==> config.mk <==
export PLATFORM = sky130hd
export DESIGN_NAME = output_overvoltage_protection
export DESIGN_NICKNAME = d
export VERILOG_FILES = /design/src/shared/ovp_pkg.sv /design/src/shared/fault_if.sv /design/src/rtl/fault_responder.sv /design/src/rtl/fast_trip_comparator.sv /design/src/rtl/output_overvoltage_protection.sv
export SDC_FILE = /design/constraint.sdc
export NUM_CORES = 2
export LEC_CHECK = 0
export BUFFER_PORTS_ARGS = -buffer_cell sky130_fd_sc_hd__buf_2
export CAP_MARGIN = 15
export CORE_UTILIZATION = 65
export DETAILED_ROUTE_END_ITERATION = 8
export PLACE_DENSITY = 0.82
export SYNTH_ARGS = -nofsm -noshare
export SYNTH_HDL_FRONTEND = slang
export SYNTH_SLANG_ARGS = --single-unit
==> constraint.sdc <==
create_clock -name clk -period 178.4 [get_ports clk]
set_input_delay 44.6 -clock clk [delete_from_list [all_inputs] [get_ports clk]]
set_output_delay 44.6 -clock clk [all_outputs]
set_load 0.05 [all_outputs]
==> src/shared/ovp_pkg.sv <==
/*
  Constants for output voltage feedback processing and overvoltage protection.
  Assumes a 100 MHz system clock; all times are converted here.
*/
package ovp_pkg;
  // Register offsets
  localparam logic [15:0] OFF_TRIP_LEVEL = 16'h0040;
  localparam logic [15:0] OFF_REACTION = 16'h0041;
  localparam logic [15:0] OFF_FAST_ACTION = 16'hFE01;
  localparam logic [15:0] OFF_OL_ACTION = 16'hFE02;
  localparam logic [15:0] OFF_FAST_RISE = 16'hFE2F;
  localparam logic [15:0] OFF_FAST_FALL = 16'hFE30;
  localparam logic [15:0] OFF_FAST_DEB = 16'hFE31;
  localparam logic [15:0] OFF_HYST = 16'hFE50;
  localparam logic [15:0] OFF_STATUS = 16'hFE90;
  // Field positions and reset values
  localparam int ACT_LSB = 6;
  localparam int LEVEL_W = 7;
  localparam logic [15:0] RST_TRIP_LEVEL = 16'h07FF;
  localparam logic [7:0] RST_BYTE = 8'h00;
  localparam logic [7:0] RST_LEVEL = 8'h7F;
  // Timing
  localparam int CLK_PERIOD_NS = 10;
  localparam int CLK_HZ = 100_000_000;
  localparam int BLANK_NS = 10_000;
  localparam int BLANK_CYC = BLANK_NS / CLK_PERIOD_NS;
  localparam int OL_DEB_NS = 10_000;
  localparam int OL_DEB_CYC = OL_DEB_NS / CLK_PERIOD_NS;
  localparam int FAST_UPDATE_HZ = 1500;
  localparam int FAST_PERIOD_CYC = CLK_HZ / FAST_UPDATE_HZ;
  localparam int DEB0_NS = 120;
  localparam int DEB1_NS = 240;
  localparam int DEB2_NS = 480;
  localparam int DEB3_NS = 640;
  // Open-loop margin in codes of an 11-bit full scale of 1600 mV
  localparam int FULL_SCALE_MV = 1600;
  localparam int OL_MARGIN_MV = 100;
  localparam logic [10:0] OL_MARGIN = 11'((2047 * OL_MARGIN_MV) / FULL_SCALE_MV);
  // Fault actions and the default code-to-action map (code i -> entry i)
  typedef enum logic [1:0] {ACT_SHUTDOWN, ACT_DISABLE, ACT_SOFT_START, ACT_IGNORE} action_t;
  localparam logic [7:0] ACTION_MAP_DEFAULT = 8'hE4;

  function automatic action_t map_action(input logic [7:0] amap, input logic [1:0] code);
    map_action = action_t'(amap[{code, 1'b0} +: 2]);
  endfunction

  function automatic logic [6:0] deb_cycles(input logic [1:0] sel);
    case (sel)
      2'h0: deb_cycles = 7'(DEB0_NS / CLK_PERIOD_NS);
      2'h1: deb_cycles = 7'(DEB1_NS / CLK_PERIOD_NS);
      2'h2: deb_cycles = 7'(DEB2_NS / CLK_PERIOD_NS);
      default: deb_cycles = 7'(DEB3_NS / CLK_PERIOD_NS);
    endcase
  endfunction
endpackage

==> src/shared/fault_if.sv <==
/*
  Carrier between a fault source and its responder.
  Assumes both ends share one clock.
*/
`timescale 1ns/1ps
interface fault_if;
  logic event_p;
  logic [1:0] code;
  logic clear;
  logic flag;
  logic halt;
  logic block;
  logic restart;
  modport source(output event_p, code, clear, input flag, halt, block, restart);
  modport responder(input event_p, code, clear, output flag, halt, block, restart);
endinterface

==> src/rtl/fault_responder.sv <==
/*
  Fault flag and programmed action for one fault source.
  Assumes power_on_request is synchronous to clk.
*/
`timescale 1ns/1ps
module fault_responder
  import ovp_pkg::*;
#(
  parameter logic [7:0] ACTION_MAP = ACTION_MAP_DEFAULT
) (
  input wire logic clk,
  input wire logic resetn,
  input wire logic power_on_request,
  fault_if.responder f
);
  action_t act;
  logic pon_q;
  assign act = map_action(ACTION_MAP, f.code); // RULE18

  ////////////////////////////////////////////////////////////////////////
  // Flag: a new event beats a clear in the same cycle
  always_ff @(posedge clk) begin
    if (!resetn) f.flag <= 1'b0;
    else if (f.event_p) f.flag <= 1'b1;
    else if (f.clear) f.flag <= 1'b0;
  end

  // Actions; shutdown holds until a fresh power-on request edge
  always_ff @(posedge clk) begin
    if (!resetn) begin
      pon_q <= 1'b0;
      f.halt <= 1'b0;
      f.block <= 1'b0;
      f.restart <= 1'b0;
    end else begin
      pon_q <= power_on_request;
      f.restart <= f.event_p && act == ACT_SOFT_START; // RULE14
      if (f.event_p && act == ACT_SHUTDOWN) f.halt <= 1'b1; // RULE14
      else if (power_on_request && !pon_q) f.halt <= 1'b0;
      if (f.event_p && act == ACT_DISABLE) f.block <= 1'b1; // RULE14
      else if (f.clear) f.block <= 1'b0;
    end
  end
endmodule // fault_responder

==> src/rtl/fast_trip_comparator.sv <==
/*
  Fast overvoltage comparator control: threshold select, blanking, debounce.
  Assumes comparator_high is the analog comparator output, already synchronous.
*/
`timescale 1ns/1ps
module fast_trip_comparator
  import ovp_pkg::*;
(
  input wire logic clk,
  input wire logic resetn,
  input wire logic comparator_high,
  input wire logic [LEVEL_W-1:0] rise_level,
  input wire logic [LEVEL_W-1:0] fall_level,
  input wire logic [1:0] debounce_sel,
  output logic [LEVEL_W-1:0] dac_code,
  output logic trip,
  output logic above
);
  logic [6:0] deb_cnt;
  logic [9:0] blank_cnt;
  logic [LEVEL_W-1:0] target;
  logic blanking;
  assign blanking = blank_cnt != 10'h000;
  // Falling level only used when it differs from rising
  assign target = (above && fall_level != rise_level) ? fall_level : rise_level; // RULE12

  ////////////////////////////////////////////////////////////////////////
  // Threshold DAC and blanking on every threshold change
  always_ff @(posedge clk) begin
    if (!resetn) begin
      dac_code <= RST_LEVEL[LEVEL_W-1:0];
      blank_cnt <= 10'h000;
    end else if (dac_code != target) begin
      dac_code <= target; // RULE10 RULE11
      blank_cnt <= 10'(BLANK_CYC); // RULE13
    end else if (blanking) begin
      blank_cnt <= blank_cnt - 10'h001;
    end
  end

  // Debounce: the new level must hold for the selected count
  always_ff @(posedge clk) begin
    if (!resetn) begin
      deb_cnt <= 7'h00;
      above <= 1'b0;
      trip <= 1'b0;
    end else begin
      trip <= 1'b0;
      if (blanking || comparator_high == above) begin
        deb_cnt <= 7'h00; // RULE13
      end else if (deb_cnt + 7'h01 >= deb_cycles(debounce_sel)) begin
        deb_cnt <= 7'h00; // RULE9
        above <= comparator_high;
        trip <= comparator_high; // RULE12
      end else begin
        deb_cnt <= deb_cnt + 7'h01;
      end
    end
  end
endmodule // fast_trip_comparator

==> src/rtl/output_overvoltage_protection.sv <==
/*
  Output feedback averaging and overvoltage / open-loop protection.
  Assumes sampled feedback and redundant sense codes share one 11-bit scale,
  a one-cycle zero-crossing strobe from input sensing, and a simple
  synchronous register port.
*/
//
// How it works
// RULE1: 11-bit half-cycle average feeds normal loop
// RULE2: 10-bit average refreshed at 1.5 kHz
// RULE3: Zero crossings delimit each half line cycle
// RULE4: Average every feedback sample within half cycle
// RULE5: Accurate check uses half-cycle average only
// RULE6: Limit register holds dc average level
// RULE7: Exceeding limit sets flag and runs action
// RULE8: Hysteresis applies only with disable action
// RULE9: Debounce comparator by 120/240/480/640 ns
// RULE10: Rising trip level from 7-bit field
// RULE11: Falling release level from 7-bit field
// RULE12: Trip acts, then moves to release level
// RULE13: Blank comparator 10 us on threshold switch
// RULE14: Fast response: shutdown, disable, restart, ignore
// RULE15: Flag sense mismatch above about 100 mV
// RULE16: Mismatch must persist 10 us first
// RULE17: Open-loop response uses same four actions
// RULE18: One shared code-to-action map parameter
`timescale 1ns/1ps
module output_overvoltage_protection
  import ovp_pkg::*;
#(
  parameter int FAST_PERIOD = FAST_PERIOD_CYC,
  parameter logic [7:0] ACTION_MAP = ACTION_MAP_DEFAULT
) (
  input wire logic clk,
  input wire logic resetn,
  input wire logic [10:0] output_feedback_input,
  input wire logic feedback_valid,
  input wire logic [10:0] redundant_output_sense_input,
  input wire logic comparator_high,
  input wire logic line_zero_cross,
  input wire logic power_on_request,
  input wire logic fault_clear,
  input wire logic reg_write,
  input wire logic [15:0] reg_addr,
  input wire logic [15:0] reg_wdata,
  output logic [15:0] reg_rdata,
  output logic [10:0] half_cycle_average,
  output logic half_cycle_ready,
  output logic [9:0] fast_average,
  output logic fast_ready,
  output logic [6:0] trip_dac_code,
  output logic accurate_ov_flag,
  output logic fast_ov_flag,
  output logic open_loop_fault,
  output logic switching_disable,
  output logic shutdown_hold,
  output logic soft_start_request
);
  // Registers
  logic [15:0] output_overvoltage_trip_level;
  logic [7:0] output_overvoltage_reaction;
  logic [7:0] fast_overvoltage_action_select;
  logic [7:0] open_loop_action_select;
  logic [7:0] fast_overvoltage_rising_level;
  logic [7:0] fast_overvoltage_falling_level;
  logic [7:0] fast_overvoltage_debounce_select;
  logic [7:0] accurate_overvoltage_hysteresis;
  // Averagers
  logic [26:0] half_sum;
  logic [15:0] half_cnt;
  logic [26:0] fast_sum;
  logic [15:0] fast_cnt;
  logic [16:0] fast_tmr;
  // Protection
  logic [10:0] sense_diff;
  logic [10:0] fb_hold;
  logic mismatch;
  logic [9:0] ol_cnt;
  logic fast_trip;
  logic fast_above;
  logic [6:0] dac_code;
  logic acc_disable_mode;
  logic acc_over;
  logic acc_release;

  fault_if acc_f ();
  fault_if fast_f ();
  fault_if ol_f ();

  // Sum over count; an empty window yields zero
  function automatic logic [10:0] window_avg(input logic [26:0] sum, input logic [15:0] cnt);
    logic [26:0] q;
    q = (cnt == 16'h0000) ? 27'h0000000 : sum / {11'h000, cnt};
    window_avg = q[10:0];
  endfunction

  ////////////////////////////////////////////////////////////////////////
  // Register writes; unknown offsets are ignored
  always_ff @(posedge clk) begin
    if (!resetn) begin
      output_overvoltage_trip_level <= RST_TRIP_LEVEL;
      output_overvoltage_reaction <= RST_BYTE;
      fast_overvoltage_action_select <= RST_BYTE;
      open_loop_action_select <= RST_BYTE;
      fast_overvoltage_rising_level <= RST_LEVEL;
      fast_overvoltage_falling_level <= RST_LEVEL;
      fast_overvoltage_debounce_select <= RST_BYTE;
      accurate_overvoltage_hysteresis <= RST_BYTE;
    end else if (reg_write) begin
      case (reg_addr)
        OFF_TRIP_LEVEL: output_overvoltage_trip_level <= reg_wdata; // RULE6
        OFF_REACTION: output_overvoltage_reaction <= reg_wdata[7:0];
        OFF_FAST_ACTION: fast_overvoltage_action_select <= reg_wdata[7:0];
        OFF_OL_ACTION: open_loop_action_select <= reg_wdata[7:0];
        OFF_FAST_RISE: fast_overvoltage_rising_level <= reg_wdata[7:0];
        OFF_FAST_FALL: fast_overvoltage_falling_level <= reg_wdata[7:0];
        OFF_FAST_DEB: fast_overvoltage_debounce_select <= reg_wdata[7:0];
        OFF_HYST: accurate_overvoltage_hysteresis <= reg_wdata[7:0];
        default: ;
      endcase
    end
  end

  // Registered read-back; status shows live protection state
  always_ff @(posedge clk) begin
    if (!resetn) begin
      reg_rdata <= 16'h0000;
    end else begin
      case (reg_addr)
        OFF_TRIP_LEVEL: reg_rdata <= output_overvoltage_trip_level;
        OFF_REACTION: reg_rdata <= {8'h00, output_overvoltage_reaction};
        OFF_FAST_ACTION: reg_rdata <= {8'h00, fast_overvoltage_action_select};
        OFF_OL_ACTION: reg_rdata <= {8'h00, open_loop_action_select};
        OFF_FAST_RISE: reg_rdata <= {9'h000, fast_overvoltage_rising_level[6:0]};
        OFF_FAST_FALL: reg_rdata <= {9'h000, fast_overvoltage_falling_level[6:0]};
        OFF_FAST_DEB: reg_rdata <= {14'h0000, fast_overvoltage_debounce_select[1:0]};
        OFF_HYST: reg_rdata <= {8'h00, accurate_overvoltage_hysteresis};
        OFF_STATUS: reg_rdata <= {10'h000, fast_above, mismatch, acc_f.flag,
                                  fast_f.flag, ol_f.flag, acc_f.block};
        default: reg_rdata <= 16'h0000;
      endcase
    end
  end

  ////////////////////////////////////////////////////////////////////////
  // Half-cycle prefilter: sample arriving with the crossing opens the next window
  always_ff @(posedge clk) begin
    if (!resetn) begin
      half_sum <= 27'h0000000;
      half_cnt <= 16'h0000;
      half_cycle_average <= 11'h000;
      half_cycle_ready <= 1'b0;
    end else begin
      half_cycle_ready <= 1'b0;
      if (line_zero_cross) begin // RULE3
        half_sum <= feedback_valid ? {16'h0000, output_feedback_input} : 27'h0000000;
        half_cnt <= feedback_valid ? 16'h0001 : 16'h0000;
        if (half_cnt != 16'h0000) begin
          half_cycle_average <= window_avg(half_sum, half_cnt); // RULE4 RULE1
          half_cycle_ready <= 1'b1; // RULE1
        end
      end else if (feedback_valid && half_cnt != 16'hFFFF) begin
        half_sum <= half_sum + {16'h0000, output_feedback_input}; // RULE4
        half_cnt <= half_cnt + 16'h0001;
      end
    end
  end

  // Fast stream: average over a fixed 1.5 kHz window, top 10 bits kept
  always_ff @(posedge clk) begin
    if (!resetn) begin
      fast_sum <= 27'h0000000;
      fast_cnt <= 16'h0000;
      fast_tmr <= 17'h00000;
      fast_average <= 10'h000;
      fast_ready <= 1'b0;
    end else begin
      fast_ready <= 1'b0;
      if (fast_tmr == 17'(FAST_PERIOD - 1)) begin
        fast_tmr <= 17'h00000;
        fast_sum <= 27'h0000000;
        fast_cnt <= 16'h0000;
        if (fast_cnt != 16'h0000) begin
          fast_average <= 10'(window_avg(fast_sum, fast_cnt) >> 1); // RULE2
          fast_ready <= 1'b1; // RULE2
        end
      end else begin
        fast_tmr <= fast_tmr + 17'h00001;
        if (feedback_valid && fast_cnt != 16'hFFFF) begin
          fast_sum <= fast_sum + {16'h0000, output_feedback_input};
          fast_cnt <= fast_cnt + 16'h0001;
        end
      end
    end
  end

  ////////////////////////////////////////////////////////////////////////
  // Accurate check: only on a fresh half-cycle average, so it is slow by design
  assign acc_disable_mode = map_action(ACTION_MAP,
      output_overvoltage_reaction[ACT_LSB +: 2]) == ACT_DISABLE; // RULE18
  assign acc_over = half_cycle_ready
      && half_cycle_average > output_overvoltage_trip_level[10:0]; // RULE5 RULE6
  // Release below limit minus hysteresis; without disable, release is software only
  assign acc_release = half_cycle_ready && acc_disable_mode
      && {1'b0, half_cycle_average} + {4'h0, accurate_overvoltage_hysteresis}
         < {1'b0, output_overvoltage_trip_level[10:0]}; // RULE8
  assign acc_f.event_p = acc_over && (!acc_f.flag || fault_clear); // RULE7
  assign acc_f.code = output_overvoltage_reaction[ACT_LSB +: 2]; // RULE7
  assign acc_f.clear = fault_clear || acc_release; // RULE8

  fault_responder #(.ACTION_MAP(ACTION_MAP)) acc_resp (
    .clk(clk),
    .resetn(resetn),
    .power_on_request(power_on_request),
    .f(acc_f)
  );

  ////////////////////////////////////////////////////////////////////////
  // Fast comparator path
  fast_trip_comparator fast_cmp (
    .clk(clk),
    .resetn(resetn),
    .comparator_high(comparator_high),
    .rise_level(fast_overvoltage_rising_level[6:0]),
    .fall_level(fast_overvoltage_falling_level[6:0]),
    .debounce_sel(fast_overvoltage_debounce_select[1:0]),
    .dac_code(dac_code),
    .trip(fast_trip),
    .above(fast_above)
  );
  assign fast_f.event_p = fast_trip; // RULE12
  assign fast_f.code = fast_overvoltage_action_select[ACT_LSB +: 2]; // RULE14
  assign fast_f.clear = fault_clear;

  fault_responder #(.ACTION_MAP(ACTION_MAP)) fast_resp (
    .clk(clk),
    .resetn(resetn),
    .power_on_request(power_on_request),
    .f(fast_f)
  );

  ////////////////////////////////////////////////////////////////////////
  // Open-loop: the two dividers should agree; a lasting gap means a broken divider
  // Last valid sample; the feedback bus is undefined between strobes
  always_ff @(posedge clk) begin
    if (!resetn) fb_hold <= 11'h000;
    else if (feedback_valid) fb_hold <= output_feedback_input;
  end
  assign sense_diff = (redundant_output_sense_input > fb_hold)
      ? redundant_output_sense_input - fb_hold
      : fb_hold - redundant_output_sense_input;
  assign mismatch = sense_diff > OL_MARGIN; // RULE15

  always_ff @(posedge clk) begin
    if (!resetn) ol_cnt <= 10'h000;
    else if (!mismatch) ol_cnt <= 10'h000; // RULE16
    else if (ol_cnt != 10'(OL_DEB_CYC)) ol_cnt <= ol_cnt + 10'h001;
  end
  assign ol_f.event_p = mismatch && ol_cnt == 10'(OL_DEB_CYC - 1); // RULE16
  assign ol_f.code = open_loop_action_select[ACT_LSB +: 2]; // RULE17
  assign ol_f.clear = fault_clear;

  fault_responder #(.ACTION_MAP(ACTION_MAP)) ol_resp (
    .clk(clk),
    .resetn(resetn),
    .power_on_request(power_on_request),
    .f(ol_f)
  );

  ////////////////////////////////////////////////////////////////////////
  // Output stage: every protection output leaves from a flop here
  always_ff @(posedge clk) begin
    if (!resetn) begin
      trip_dac_code <= RST_LEVEL[6:0];
      accurate_ov_flag <= 1'b0;
      fast_ov_flag <= 1'b0;
      open_loop_fault <= 1'b0;
      switching_disable <= 1'b0;
      shutdown_hold <= 1'b0;
      soft_start_request <= 1'b0;
    end else begin
      trip_dac_code <= dac_code; // RULE10
      accurate_ov_flag <= acc_f.flag; // RULE7
      fast_ov_flag <= fast_f.flag;
      open_loop_fault <= ol_f.flag;
      switching_disable <= acc_f.block || fast_f.block || ol_f.block; // RULE14
      shutdown_hold <= acc_f.halt || fast_f.halt || ol_f.halt; // RULE14
      soft_start_request <= acc_f.restart || fast_f.restart || ol_f.restart; // RULE17
    end
  end
endmodule // output_overvoltage_protection

# == After elaboration in Yosys (flattened, before gate mapping) ==
# Cells that the tools add are included.
# totals
in_bits,62
register_bits,279
# op_classes
eq_ne,25
shift,3
reduce_logical,67
n_div,2
addsub,11
order_cmp,5
n_mux,30
n_bitwise,3
# ops
op,n
16-bit one-hot mux with 9 select lines,1
16-bit equality test (second input constant),7
27-bit by 11-bit adder with 27-bit output,2
27-bit by 16-bit divider with 27-bit output,2
27-bit two-way mux,2
11-bit two-way mux,4
16-bit by 1-bit adder with 16-bit output (second input constant),2
16-bit by 7-bit equality test with 1-bit output (second input constant),2
16-bit logical NOT,2
16-bit two-way mux,2
16-bit != test (second input constant),2
16-bit nonzero test,2
2-bit AND reduction,14
8-bit by 4-bit indexed part select with 2-bit output (first input constant),3
11-bit > comparator,2
2-bit nonzero test,11
11-bit subtractor,2
7-bit two-way mux,3
7-bit one-hot mux with 3 select lines,1
10-bit two-way mux,2
1-bit logical AND,18
17-bit by 1-bit adder with 17-bit output (second input constant),1
17-bit equality test (second input constant),1
1-bit two-way mux,15
20 further kinds,43

# == Longest topological paths before layout ==
# depth
depth_word,7
mapped_depth,365
mapped_depth_nobuf,341

# == Hierarchy ==
# A second synthesis with hierarchy kept.
# hier_totals
cells_unflattened,6034
hier_area_um2,44924.3
# by_module_without_submodules
module,area_each_um2,cells_per_inst,n_inst
output_overvoltage_protection,42707.2,5812,1
fast_trip_comparator,1680.4,177,1
fault_responder,178.9,15,3

# == Worst setup path before layout ==
# Ideal clock, no wire load.
# synth_timing
path_kind,register -> register
from,reg fast_cnt[15]
to,reg fast_average[0]
path_buffers,28
path_stages_with_launch,349
arrival_ns,68.347
period_less_slack_ns,68.479
path_slack_ns,109.921
cell_sequence,dfxtp_1 -> buf_2 -> nor4_4 -> and3_1 -> buf_4 -> nand2_1 -> nor3_1 -> mux2i_1 -> ha_1 -> or4b_2 -> o211ai_1 -> o21ai_0 -> ha_1 -> o21a_1 -> o211ai_1 -> o21ai_0 -> ha_1 -> o21a_1 -> [... 313 more ...] -> nand2b_1 -> a21oi_1 -> nor2b_1 -> o21ai_0 -> nand2b_1 -> a21oi_1 -> nor2b_1 -> o21ai_0 -> nand2b_1 -> a21oi_1 -> nor2b_1 -> a21oi_1 -> a21oi_1 -> inv_1 -> o211ai_1 -> o41a_1 -> o22ai_1 -> a31oi_1
# synth_between
elab_chain_len,2
elab_cells_between_ends,5
classes_between,1 x div; 1 x mux; 3 x reduce/logical
# synth_lines
element,line_no,source
start: declaration,output_overvoltage_protection.sv:72,logic [15:0] fast_cnt;
start signal: assignment,output_overvoltage_protection.sv:191,fast_cnt <= fast_cnt + 16'h0001;
"27-bit by 16-bit divider with 27-bit output, or another cell as far along",output_overvoltage_protection.sv:93,"q = (cnt == 16'h0000) ? 27'h0000000 : sum / {11'h000, cnt};"
11-bit two-way mux or 2-bit AND reduction (tied branches),--,
end signal: assignment,output_overvoltage_protection.sv:184,"fast_average <= 10'(window_avg(fast_sum, fast_cnt) >> 1);"
end: declaration,output_overvoltage_protection.sv:49,"output logic [9:0] fast_average,"
# Several ways; a longest one is shown, not always the timed one.
# A chain may end at the register's enable or synchronous reset.

# == Final worst setup path ==
# layout_timing
from,reg half_cnt[15]
to,reg half_cycle_average[0]
# layout_between
elab_chain_len,2
elab_cells_between_ends,5
classes_between,1 x div; 1 x mux; 3 x reduce/logical
# layout_lines
element,line_no,source
start: declaration,output_overvoltage_protection.sv:70,logic [15:0] half_cnt;
start signal: assignment,output_overvoltage_protection.sv:157,half_cnt <= feedback_valid ? 16'h0001 : 16'h0000;
start signal: assignment,output_overvoltage_protection.sv:164,half_cnt <= half_cnt + 16'h0001;
"27-bit by 16-bit divider with 27-bit output, or another cell as far along",output_overvoltage_protection.sv:93,
11-bit two-way mux or 2-bit AND reduction (tied branches),--,
end signal: assignment,output_overvoltage_protection.sv:159,"half_cycle_average <= window_avg(half_sum, half_cnt);"
end: declaration,output_overvoltage_protection.sv:47,"output logic [10:0] half_cycle_average,"
# Several ways; a longest one is shown, not always the timed one.

==> impl_metrics.toml <==
[placement]
portBuffers = 113
dp_hpwl_um = 101000
gp_congestion = 0.975

[global_route]
grt_util_all_layers = 0.358
gr-usage-met2 = 0.612
grt_pass1_wl_um = 212000
antenna_found_initial = 6
use_met1 = 0.463
overflow = 0
grtUsageMet3 = 0.0370
grt_max_degree = 92
grt_pass1_vias = 43115
top_usage_layer = "met2"

[drt]
ant_nets = 0
finalWirelength_um = 130000
dr.pass1.iters = 6
drtIter0Drc = 3642
vias_per_cell = 6.61
route.detailed.drc = 0
vias = 45787
wire_per_inst_um = 18.8

[layout]
final_core_util = 0.697
register_area_um2 = 5590
syn2layout_area_growth_pct = 5.22
final_cell_mix = "700 x ha_1, 607 x nor2_1, 532 x nand2_1"
multi_input_area_um2 = 37700
layout.nets = 6796
final_common_cell = "ha_1"
fillers = 5794
layout-drive-gt1-share = 0.0904

[critical_path]
r2r_slack_ns = 102.79
start_kind = "flop"
crit_top_cell = "o21a_1"
path_buf_inv = 12
crit_path_top_delay_cell = "nor4_2"
endpoint_kind = "flop"
cp_max_fo = 32
slowest_delay_ns = 0.88
critical_path_class = "reg -> reg"
path_delay_family = "compound AO/OA/AOI/OAI gates"
cp_data_required_time_ns = 178.85
crit_arrival_ns = 76.06

[clock_network]
cts_tree = "done"
cts_setup_buffers = 0
cts_root_buffer = "clkbuf_16"
clk-insertion-delay-late_ns = 0.58
clk_path_buf_depth = 3
numClockSinks = 279
cts_made_buffers = 29
htree_levels = 1
clkTransAtPathRegs_ns = 0.07
hold_buffers = 0
cts_resized = 0

[synthesis]
ys_ff_latch = 279
async_reset_ff_frac = 0
ys_seq_area_frac = 0.124
netlist_area_um2 = 44900
synth_cells = 6025
avgSynthCellArea_um2 = 7.45
synth_edf_count = 0
ys.warnings.count = 0
ys_types = 116
syn_nets = 6792
ys.flop_type = "dfxtp_1"

[timing]
fmax_mhz = 13.2
worst_slew_pin_slew_ns = 1.19
finalSetupTns_ns = 0
skew_ns = 0.0136
max_slew_margin = 0.208
min_period_over_period = 0.424
setup-violations-final = 0
hold_violations = 0
report.final.slew_viol_count = 0
post-route-min-period_ns = 75.61
grt_setup_unrepaired = "false"

[floorplan]
core-area_um2 = 67800
rows = 95
fp.dieArea_um2 = 70100
fp.dieW_um = 265
start_util = 0.663
die_h_um = 265
ios = 114

[status]
status = "completed"

[job]
maxCapViolCount = 0

[min_path]
hold_class = "reg -> reg"
==> cells in the mapped netlist (69+ instances only) <==
cell type	number	share of area
inv_1	203	0.017
nor2b_1	69	0.0096
mux2_2	175	0.044
o21ai_0	224	0.025
o21a_1	325	0.054
nand3_1	174	0.019
a21o_1	135	0.023
clkbuf_1	175	0.015
xnor2_1	225	0.044
nand2b_1	78	0.011
nor3_1	364	0.041
dfxtp_1	279	0.12
mux2i_1	79	0.018
xor2_1	128	0.025
nand2_1	533	0.045
o31ai_1	100	0.017
ha_1	700	0.20
nor2_1	607	0.051
a21oi_1	418	0.047
==> logic make-up (layout without fill, tap and decap cells) <==
| family | Yosys count | after routing | synth area share |
|---|---|---|---|
| muxes | 267 | 267 | 0.0649 |
| other | 0 | 5 | 0 |
| xor gates and xnor gates | 353 | 353 | 0.0689 |
| DFF | 279 | 279 | 0.124 |
| buffers and inverters | 419 | 445 | 0.0363 |
| and+or+nand+nor | 2263 | 2263 | 0.244 |
| adders and majority gates | 707 | 707 | 0.198 |
| AOI/OAI and AO/OA | 1737 | 1737 | 0.264 |
==> path summary, 6_finish.rpt <==
| kind | startpoint | to | cells past startpoint |
|---|---|---|---|
| setup reg to reg | half_cnt[15] | half_cycle_average[0] | 296 |
| setup / recovery | half_cnt[15] | half_cycle_average[0] | 296 |
| hold reg to reg | output_overvoltage_trip_level[15] | output_overvoltage_trip_level[15] | 2 |
| hold / removal | output_overvoltage_trip_level[15] | output_overvoltage_trip_level[15] | 2 |
==> routing by layer <==
layer	vias up	wire length (um)
met2	1694	59700
met3	355	9290
li1	22439	-
met1	21297	56400
met5	-	17
met4	2	4880
==> stage by stage <==
step | cell area (um2) | setup WS, ns | hold slack [ns] | cells
6_report | 47200 | 102.79 | 0.452 | 6929
2_1_floorplan | 44900 | 109.92 | 0.415 | 6025
3_3_place_gp | 46200 | 103.74 | 0.438 | 6864
5_1_grt | 47200 | 97.80 | 0.473 | 6927
4_1_cts | 47200 | 103.04 | 0.452 | 6920
3_5_place_dp | 46300 | 103.37 | 0.443 | 6867
==> registers in the layout (all words and copies together) (netlist names), 8 cells and up <==
register / count
open_loop_action_select: 8
output_overvoltage_trip_level: 16
fast_average: 10
half_sum: 27
fast_overvoltage_action_select: 8
accurate_overvoltage_hysteresis: 8
fast_tmr: 17
ol_cnt: 10
half_cycle_average: 11
fast_sum: 27
half_cnt: 16
fb_hold: 11
output_overvoltage_reaction: 8
fast_cnt: 16
fast_cmp.blank_cnt: 10
reg_rdata: 16
==> tightest hold or removal path: cells and delay by family, from the launching register on <==
| kind | cells | cell delay (ns) |
|---|---|---|
| compound gates | 1 | 0.05 |
| flops | 1 | 0.31 |
| simple gates | 1 | 0.05 |
==> cell type report <==
cell class,instances,share of cell area
Clock inverter,13,0.00238
Sequential cell,279,0.118
Timing Repair Buffer,185,0.0234
Clock buffer,40,0.0173
Antenna cell,5,0.000265
Tap cell,873,0.0231
Inverter,207,0.0165
Multi-Input combinational cell,5327,0.799
Power is not shown: default switching activity piles up to over one toggle a cycle in this logic, so the estimate is an artifact.
